==> config.mk <==
export PLATFORM = sky130hd
export DESIGN_NAME = dac_readback_device_flat
export DESIGN_NICKNAME = d
export VERILOG_FILES = /design/src/dac_readback_pkg.sv /design/src/dac_serial_if.sv /design/src/dac_readback_device.sv /design/src/flat_wrapper.sv
export VERILOG_INCLUDE_DIRS = /design/src
export SDC_FILE = /design/constraint.sdc
export NUM_CORES = 1
export LEC_CHECK = 0
export BUFFER_PORTS_ARGS = -buffer_cell sky130_fd_sc_hd__buf_2
export CAP_MARGIN = 10
export CORE_MARGIN = 4
export CORE_UTILIZATION = 60
export CTS_CLUSTER_SIZE = 14
export DETAILED_ROUTE_END_ITERATION = 6
export PLACE_DENSITY = 0.77
export SLEW_MARGIN = 10
export SYNTH_ARGS = -nofsm -noshare
export SYNTH_HDL_FRONTEND = slang
export SYNTH_SLANG_ARGS = --single-unit
export TNS_END_PERCENT = 10
==> constraint.sdc <==
create_clock -name clock -period 8.3 [get_ports clock]
set_clock_uncertainty 0.1 [all_clocks]
set_input_delay 0.83 -clock clock [delete_from_list [all_inputs] [get_ports clock]]
set_output_delay 0.83 -clock clock [all_outputs]
set_load 0.01 [all_outputs]
==> src/dac_readback_defines.svh <==
// Constants shared by the serial readback device end and its host end.
// Assumes inclusion by bare name from the same folder.
`ifndef DAC_READBACK_DEFINES_SVH
`define DAC_READBACK_DEFINES_SVH

// ****************************************************************
// Serial frame layout
// ****************************************************************
`define FRAME_BITS      24
`define FRAME_RW_BIT    23
`define FRAME_ADDR_HI   22
`define FRAME_ADDR_LO   21
`define FRAME_SEL_HI    20
`define FRAME_SEL_LO    16
`define NOOP_FRAME      24'h1ce000

// ****************************************************************
// Read select codes
// ****************************************************************
`define SEL_DATA        5'h00
`define SEL_CTRL        5'h04
`define SEL_GAIN        5'h08
`define SEL_OFFSET      5'h0c
`define SEL_CLEAR       5'h10
`define SEL_SLEW        5'h14
`define SEL_STATUS      5'h18
`define SEL_MAIN        5'h19
`define SEL_BOOST       5'h1a
`define SEL_SOFT        5'h1b
`define REG_COUNT       27
`define REG_RESET       16'h0000

// ****************************************************************
// Field positions
// ****************************************************************
`define STAT_BOOST_LSB  12
`define STAT_USER_BIT   11
`define STAT_PEC_BIT    10
`define STAT_RAMP_BIT   9
`define STAT_OTEMP_BIT  8
`define STAT_FAULT_LSB  0
`define SLEW_ZERO_HI    15
`define SLEW_ZERO_LO    13
`define SLEW_EN_BIT     12
`define SLEW_RATE_HI    6
`define SLEW_RATE_LO    3
`define SLEW_STEP_HI    2
`define SLEW_STEP_LO    0
`define SLEW_KEEP_MASK  16'h107f
`define MAIN_STATWR_BIT 11
`define SOFT_TOGGLE_BIT 11

// ****************************************************************
// Host command registers and timing
// ****************************************************************
`define HOST_FRAME_OFS  12'h000
`define HOST_RX_OFS     12'h004
`define HOST_STAT_OFS   12'h008
`define HOST_BUSY_BIT   0
`define HOST_FAULT_BIT  1
`define HOST_HALF_CYC   8

`endif

==> src/dac_readback_pkg.sv <==
// Types shared by both ends of the serial readback link.
// Assumes the defines header is compiled alongside.
package dac_readback_pkg;
	typedef logic [15:0] reg_word_type;
	typedef logic [23:0] frame_type;
	typedef enum logic [4:0] {
		HOST_IDLE  = 5'b00001,
		HOST_LEAD  = 5'b00010,
		HOST_LOW   = 5'b00100,
		HOST_HIGH  = 5'b01000,
		HOST_TRAIL = 5'b10000
	} host_state_type;
endpackage

==> src/dac_serial_if.sv <==
// Serial link between the host end and the device end.
// Assumes a pull-up on the shared open-drain fault line.
`timescale 1ns/1ps
`default_nettype none

interface dac_serial_if;
	logic sclk;
	logic syncN;
	logic sdin;
	logic sdo;
	logic faultDrive;
	logic faultOeN;
	wire  faultN;

	// The pull-up wins whenever the device releases the fault line.
	assign faultN = faultOeN ? 1'b1 : faultDrive;

	modport device (
		input  sclk,
		input  syncN,
		input  sdin,
		output sdo,
		output faultDrive,
		output faultOeN
	);

	modport host (
		output sclk,
		output syncN,
		output sdin,
		input  sdo,
		input  faultN
	);
endinterface

`default_nettype wire

==> src/dac_readback_device.sv <==
// Device end: serial frame decode, readback shifting and status flags.
// Assumes link pins are asynchronous to clock and the host keeps sclk idle high.
`timescale 1ns/1ps
`default_nettype none
`include "dac_readback_defines.svh"

// Function
// - Read frame: flag, address, select, ignored low.
// - Host reads channel A gain with 0xA80000.
// - Next frame shifts requested register out.
// - Selects 0-3 return channel data registers.
// - Selects 4-7 return channel control registers.
// - Selects 8-11 return channel gain registers.
// - Selects 12-15 return channel offset registers.
// - Selects 16-19 return clear code registers.
// - Selects 20-23 return slew control registers.
// - Codes 24-26 return status, main, boost.
// - Status register is read-only.
// - Status-on-write shifts status during every frame.
// - Status word bit layout as fixed.
// - Boost limit also sets channel output fault.
// - User toggle follows the software register.
// - Frame check error flags last bad frame.
// - Ramp active while enabled channel still slews.
// - Over-temperature flag follows temperature monitor.
// - Output fault flags follow pin fault detectors.
// - Slew write layout: zeros, enable, rate, step.
// - No-operation frame is 0x1CE000 per address.
// - Status-on-write hides other register readback.
// - Status read clears error; fault line releases once no fault is left.
module dac_readback_device
	import dac_readback_pkg::*;
(
	input  wire logic       clock,
	input  wire logic       resetn,
	dac_serial_if.device    link,
	input  wire logic [1:0] devAddr,
	input  wire logic [3:0] boostLimit,
	input  wire logic [3:0] outputFault,
	input  wire logic       overTemp,
	input  wire logic [3:0] slewBusy,
	input  wire logic       frameCheckError,
	output logic      [3:0] slewEnable,
	output logic      [15:0] statusWord
);

	// ****************************************************************
	// Pin synchronisers and edge detection
	// ****************************************************************
	logic [2:0]   sclkPipe;
	logic [2:0]   syncPipe;
	logic [1:0]   sdinPipe;
	logic         sclkFall;
	logic         sclkRise;
	logic         frameStart;
	logic         frameEnd;
	logic         inFrame;

	// Stage zero feeds stage one only; edges come from stages one and two.
	always_ff @(posedge clock) begin
		if (!resetn) begin
			sclkPipe <= 3'h7;
			syncPipe <= 3'h7;
			sdinPipe <= 2'h0;
		end else begin
			sclkPipe <= {sclkPipe[1:0], link.sclk};
			syncPipe <= {syncPipe[1:0], link.syncN};
			sdinPipe <= {sdinPipe[0], link.sdin};
		end
	end

	assign sclkFall   = ~sclkPipe[1] & sclkPipe[2];
	assign sclkRise   = sclkPipe[1] & ~sclkPipe[2];
	assign frameStart = ~syncPipe[1] & syncPipe[2];
	assign frameEnd   = syncPipe[1] & ~syncPipe[2];
	assign inFrame    = ~syncPipe[1];

	// ****************************************************************
	// Device address strap
	// ****************************************************************
	logic [1:0]   devAddrReg;
	logic         addrTaken;

	// The strap is caught on the first edge after reset release, not under reset.
	always_ff @(posedge clock) begin
		if (!resetn) begin
			addrTaken  <= 1'b0;
			devAddrReg <= 2'h0;
		end else if (!addrTaken) begin
			addrTaken  <= 1'b1;
			devAddrReg <= devAddr;
		end
	end

	// ****************************************************************
	// Receive shift register
	// ****************************************************************
	frame_type    rxShift;
	logic [5:0]   bitCount;
	logic         frameOk;
	logic         isRead;
	logic [4:0]   frameSel;
	reg_word_type frameData;

	// Bits are taken on falling sclk; the count saturates so long frames are rejected.
	always_ff @(posedge clock) begin
		if (!resetn) begin
			rxShift  <= '0;
			bitCount <= 6'h00;
		end else if (frameStart) begin
			bitCount <= 6'h00;
		end else if (inFrame && sclkFall) begin
			rxShift <= {rxShift[`FRAME_BITS-2:0], sdinPipe[1]};
			if (bitCount != 6'h3f) begin
				bitCount <= bitCount + 6'h01;
			end
		end
	end

	// Only a full-length frame addressed to this device is acted on.
	assign frameOk   = frameEnd && (bitCount == 6'(`FRAME_BITS))
	                   && (rxShift[`FRAME_ADDR_HI:`FRAME_ADDR_LO] == devAddrReg);
	assign isRead    = rxShift[`FRAME_RW_BIT];
	assign frameSel  = rxShift[`FRAME_SEL_HI:`FRAME_SEL_LO];
	assign frameData = rxShift[15:0];

	// ****************************************************************
	// Register bank
	// ****************************************************************
	reg_word_type bank [0:`REG_COUNT-1];
	logic         userToggle;
	logic         statusOnWrite;
	logic         writeHit;
	logic         slewHit;

	// The status code is never a storage target and unknown codes do nothing.
	assign writeHit = frameOk && !isRead && (frameSel < 5'(`REG_COUNT))
	                  && (frameSel != `SEL_STATUS);
	assign slewHit  = (frameSel >= `SEL_SLEW) && (frameSel < `SEL_STATUS);

	// Slew writes need zeros in the top bits; don't-care bits are dropped.
	always_ff @(posedge clock) begin
		if (!resetn) begin
			for (int i = 0; i < `REG_COUNT; i++) begin
				bank[i] <= `REG_RESET;
			end
		end else if (writeHit) begin
			if (!slewHit) begin
				bank[frameSel] <= frameData;
			end else if (frameData[`SLEW_ZERO_HI:`SLEW_ZERO_LO] == 3'h0) begin
				bank[frameSel] <= frameData & `SLEW_KEEP_MASK;
			end
		end
	end

	// The software register is write-only here; only its toggle bit is kept.
	always_ff @(posedge clock) begin
		if (!resetn) begin
			userToggle <= 1'b0;
		end else if (frameOk && !isRead && frameSel == `SEL_SOFT) begin
			userToggle <= frameData[`SOFT_TOGGLE_BIT];
		end
	end

	assign statusOnWrite = bank[`SEL_MAIN][`MAIN_STATWR_BIT];

	// Per-channel slew enables drive the ramp flag and leave the block.
	genvar ch;
	generate
		for (ch = 0; ch < 4; ch++) begin : slewBits
			assign slewEnable[ch] = bank[`SEL_SLEW + ch][`SLEW_EN_BIT];
		end
	endgenerate

	// ****************************************************************
	// Status flags
	// ****************************************************************
	logic         pecReg;
	logic         statusRead;
	logic         rampActive;
	logic [3:0]   chanFault;
	reg_word_type statusNow;

	assign rampActive = |(slewBusy & slewEnable);
	assign chanFault  = outputFault | boostLimit;

	// Bit layout of the status word; bits 7..4 read as zero.
	always_comb begin
		statusNow = 16'h0000;
		statusNow[`STAT_BOOST_LSB +: 4] = boostLimit;
		statusNow[`STAT_USER_BIT]       = userToggle;
		statusNow[`STAT_PEC_BIT]        = pecReg;
		statusNow[`STAT_RAMP_BIT]       = rampActive;
		statusNow[`STAT_OTEMP_BIT]      = overTemp;
		statusNow[`STAT_FAULT_LSB +: 4] = chanFault;
	end

	// A new error in the clearing cycle wins, so no bad frame goes unreported.
	always_ff @(posedge clock) begin
		if (!resetn) begin
			pecReg <= 1'b0;
		end else if (frameCheckError) begin
			pecReg <= 1'b1;
		end else if (statusRead) begin
			pecReg <= 1'b0;
		end
	end

	// A registered copy of the flags, driven out on the statusWord port.
	always_ff @(posedge clock) begin
		if (!resetn) begin
			statusWord <= 16'h0000;
		end else begin
			statusWord <= statusNow;
		end
	end

	// ****************************************************************
	// Readback request and transmit shift register
	// ****************************************************************
	logic [4:0]   pendingSel;
	logic         pendingValid;
	frame_type    txShift;
	frame_type    txWord;

	// A request is consumed by the next frame; a read there re-arms it.
	always_ff @(posedge clock) begin
		if (!resetn) begin
			pendingSel   <= 5'h00;
			pendingValid <= 1'b0;
		end else if (frameOk && isRead) begin
			pendingSel   <= frameSel;
			pendingValid <= 1'b1;
		end else if (frameStart || frameOk) begin
			pendingValid <= 1'b0;
		end
	end

	// Status-on-write takes priority, so other readback is not available then.
	always_comb begin
		txWord = '0;
		if (statusOnWrite) begin
			txWord = {3'h0, `SEL_STATUS, statusNow};
		end else if (pendingValid) begin
			if (pendingSel == `SEL_STATUS) begin
				txWord = {3'h0, pendingSel, statusNow};
			end else if (pendingSel < 5'(`REG_COUNT)) begin
				txWord = {3'h0, pendingSel, bank[pendingSel]};
			end else begin
				txWord = {3'h0, pendingSel, 16'h0000};
			end
		end
	end

	assign statusRead = frameStart
	                    && (statusOnWrite || (pendingValid && pendingSel == `SEL_STATUS));

	// Loaded as the frame opens and shifted on each rising sclk, MSB first.
	always_ff @(posedge clock) begin
		if (!resetn) begin
			txShift <= '0;
		end else if (frameStart) begin
			txShift <= txWord;
		end else if (inFrame && sclkRise) begin
			txShift <= {txShift[`FRAME_BITS-2:0], 1'b0};
		end
	end

	assign link.sdo = txShift[`FRAME_BITS-1];

	// ****************************************************************
	// Open-drain fault line
	// ****************************************************************
	logic         faultOeNReg;

	// Released only once no channel, frame or temperature fault is left.
	always_ff @(posedge clock) begin
		if (!resetn) begin
			faultOeNReg <= 1'b1;
		end else begin
			faultOeNReg <= ~(|chanFault | pecReg | overTemp);
		end
	end

	assign link.faultDrive = 1'b0;
	assign link.faultOeN   = faultOeNReg;

endmodule

`default_nettype wire

==> src/flat_wrapper.sv <==
// flat-port wrapper written by rule: the top's interface ports become plain ports
module dac_readback_device_flat import dac_readback_pkg::*;
  (clock, resetn, devAddr, boostLimit, outputFault, overTemp, slewBusy, frameCheckError, slewEnable, statusWord, link_sclk, link_syncN, link_sdin, link_sdo, link_faultDrive, link_faultOeN);
  dac_serial_if link_i ();
  input  wire logic clock;
  input  wire logic resetn;
  input  wire logic [1:0] devAddr;
  input  wire logic [3:0] boostLimit;
  input  wire logic [3:0] outputFault;
  input  wire logic overTemp;
  input  wire logic [3:0] slewBusy;
  input  wire logic frameCheckError;
  output logic      [3:0] slewEnable;
  output logic      [15:0] statusWord;
  input wire logic [$bits(link_i.sclk)-1:0] link_sclk;
  input wire logic [$bits(link_i.syncN)-1:0] link_syncN;
  input wire logic [$bits(link_i.sdin)-1:0] link_sdin;
  output wire logic [$bits(link_i.sdo)-1:0] link_sdo;
  output wire logic [$bits(link_i.faultDrive)-1:0] link_faultDrive;
  output wire logic [$bits(link_i.faultOeN)-1:0] link_faultOeN;
  assign link_i.sclk = link_sclk;
  assign link_i.syncN = link_syncN;
  assign link_i.sdin = link_sdin;
  assign link_sdo = link_i.sdo;
  assign link_faultDrive = link_i.faultDrive;
  assign link_faultOeN = link_i.faultOeN;
  dac_readback_device u_core (.clock(clock), .resetn(resetn), .link(link_i), .devAddr(devAddr), .boostLimit(boostLimit), .outputFault(outputFault), .overTemp(overTemp), .slewBusy(slewBusy), .frameCheckError(frameCheckError), .slewEnable(slewEnable), .statusWord(statusWord));
endmodule
==> flow_summary.toml <==
[clock_network]
post-cts-setup-buffer-count = 0
clk_latency_ps = 640
root_buffer = "clkbuf_16"
hold_buffers = 0
path_clk_slew_ps = 60
cts_buffers = 58
cts_tree = "done"
numClockSinks = 603
cts_buffer_depth = 3
cts.repair.resized = 0
htree_levels = 2

[die]
start_util_pct = 61.1
dieArea_um2 = 45300
core-area_um2 = 41200
rows = 74
die_w_um = 213
die_h_um = 213
io_pins = 44

[run_status]
outcome = "finished, violations left"
violations = "DRC"

[detailed_routing]
vias = 16700
drc = 7
wire_per_inst_um = 28.6
drt-total-wl_um = 72300
drt_iter0_markers = 2895
vias_per_cell = 6.59
antenna_left = 0
drtPass1Iterations = 7

[synthesis]
synth-edff-count = 512
synthXorXnorAreaFrac_pct = 0.243
synth-simple-area-share_pct = 12.5
synth_top_family_by_area = "simple AND/OR/NAND/NOR gates"
ys_seq_elements = 603
synthTopCellsByArea = "edfxtp_1, mux4_2, dfxtp_1, nor2_1, nand2_1"
synthAdderAreaFrac_pct = 0.0994
syn_area_um2 = 25200
syn_area_per_cell_um2 = 13.7
syn-instance-count = 1835
synthArstFlopShare_pct = 0
dominantRegCellSynth = "edfxtp_1"
yosys.area.top_type = "edfxtp_1"
synth.mux.area_fraction_pct = 11.7
yosysTopAreaCellShare_pct = 61.1
synth_compound_area_share_pct = 4.69
synth_warnings = 0
yosysSeqAreaShare_pct = 68.3
ys_types = 51

[cells_and_area]
diodes = 0
area_growth_pct = 12.0
drive_gt1_share_pct = 15.8
final_cell_mix = "edfxtp_1, nor2_1, nand2_1"
layout.nets = 1970
fin_cells = 2526
final_common_cell = "edfxtp_1"

[critical_path]
r2r_start = "u_core.syncPipe[1]"
cp.required_ps = 8440
crit_arrival_ps = 4240
crit_path_start_kind = "flop"
crit_fanout = 68
r2r_slack_ps = 4200
reg2reg_depth = 8
endpoint_kind = "flop"
r2r_end = "u_core.bank[7][5]"
crit_start = "u_core.syncPipe[1]"
crit_type = "reg2reg"

[sta]
setup_viol = 0
maxSlewHeadroom_pct = 18.2
final.setup.worst_slack_ps = 4200
max_freq_mhz = 244
max_slew.worst_pin.slew_ps = 1220
grt_setup_unrepaired = "no"
fin_crit_ps = 4100
fin_crit_sh_pct = 49.4
finalHoldViolations = 0
setup_tns_ps = 0
drv_slew = 0

[min_path]
worstHoldStart = "link_sclk"
min_path_cells = 2
hp-class = "in2reg"
holdPathEnd = "u_core.sclkPipe[0]"

[power]
total_power_mw = 6.43
ir_worst_vdd_mv = 0.185
power.leakage_nw = 9.04
p_per_area_nw_per_um2 = 228

[global_routing]
gr-usage-all-layers_pct = 32.2
antenna_found_initial = 3
first_global_vias = 16300
grt_max_degree = 69
gr-total-overflow = 0
grt_pass1_wl_um = 105000

[flow_run]
maxCapViolCount = 0

[placed_design]
dpl_worst_slack_ps = 3980
globalplace.congestion = 0.971
dpl.hpwl_um = 47800
portBuffers = 38
dp_cells = 2419
## cell type report
class | count | area, µm²
flip-flops and latches | 603 | 17200
fillers | 2691 | 13000
multi-input cells | 1218 | 7970
clock buffers | 68 | 1550
well taps | 532 | 666
clock inverters | 39 | 427
repair buffers | 61 | 363
inverters | 5 | 18.8
## power breakdown
group          leakage [nW]  switching [mW]  internal (mW)
combinational          2.38           0.126         0.0672
clock                 0.978            1.15           1.61
sequential             5.68          0.0581           3.42
## state kept, by name (all words and copies together) (netlist names), 3 cells and up, named ones only
signal and count:
u_core.bitCount 6, u_core.sclkPipe 3, u_core.statusWord 12, u_core.rxShift 24, u_core.bank 512, u_core.txShift 24, u_core.syncPipe 3, u_core.pendingSel 5
## worst max-delay path by stage
stage / end / slack, ps / cells past startpoint
6_report: u_core.bank[7][5] / 4200 / 8
5_1_grt: u_core.bank[7][4] / 4050 / 8
4_1_cts: u_core.bank[7][15] / 4230 / 8
3_5_place_dp: u_core.bank[7][4] / 3980 / 7
3_3_place_gp: u_core.bank[7][6] / 4080 / 7
2_1_floorplan: u_core.bank[15][0] / 4640 / 9
## cells in the mapped netlist (2+ instances only)
master	count
and3_1	2
nand4b_1	3
edfxtp_1	512
nor2_1	427
a21oi_1	53
nor4b_1	3
xor2_1	5
xnor2_1	2
clkbuf_1	85
buf_2	25
inv_1	4
or4_1	2
a21o_1	2
a22oi_1	26
nand2_1	164
ha_1	2
nand3_1	27
or3_1	3
nor4_1	3
mux4_2	116
a32oi_1	3
nor3_1	17
o21ai_0	43
a22o_1	8
a211oi_1	14
a31oi_1	6
o22ai_1	12
a311o_1	6
nor3b_1	3
nand2b_1	15
nand4_1	9
dfxtp_1	91
nand3b_1	4
buf_1	18
nor2b_1	14
mux2_2	6
and2_1	42
a221oi_1	7
buf_4	13
mux2i_1	27
## stage by stage
step / hold WS, ps / util [%] / instance area [µm²]
4_1_cts: 272 / 68.5 / 28200
3_5_place_dp: 302 / 63.7 / 26200
5_1_grt: 266 / 68.5 / 28200
2_1_floorplan: 286 / - / 25700
6_report: 275 / 68.5 / 28200
3_3_place_gp: 306 / 63.7 / 26200
## kinds of logic after synthesis
| group | after synthesis |
|---|---|
| simple gates | 741 |
| flops | 603 |
| compound gates | 186 |
| mux | 149 |
| buf+inv | 146 |
| xor+xnor | 7 |
| fa+ha+maj | 2 |
| other cells | 1 |
## worst max-delay path, cell delays in order (launching register included)
cell	delay, ps
dfxtp_1	640
nand4_1	150
or4_1	440
nor3_1	200
buf_4	220
nor4b_2	500
nand3b_1	140
buf_4	380
o21ai_2	910
## metal layers
metal / routed length [µm] / track usage, % / vias up / share of wire [%]
met5: 111 / 1.19 / - / 0.15
met4: 5450 / 17.1 / 6 / 7.5
met3: 10700 / 10.9 / 318 / 15
met2: 32400 / 49.7 / 1411 / 45
met1: 23600 / 40.9 / 8089 / 33
li1: - / - / 6834 / -
No activity file was read; power rests on OpenSTA's default activity.
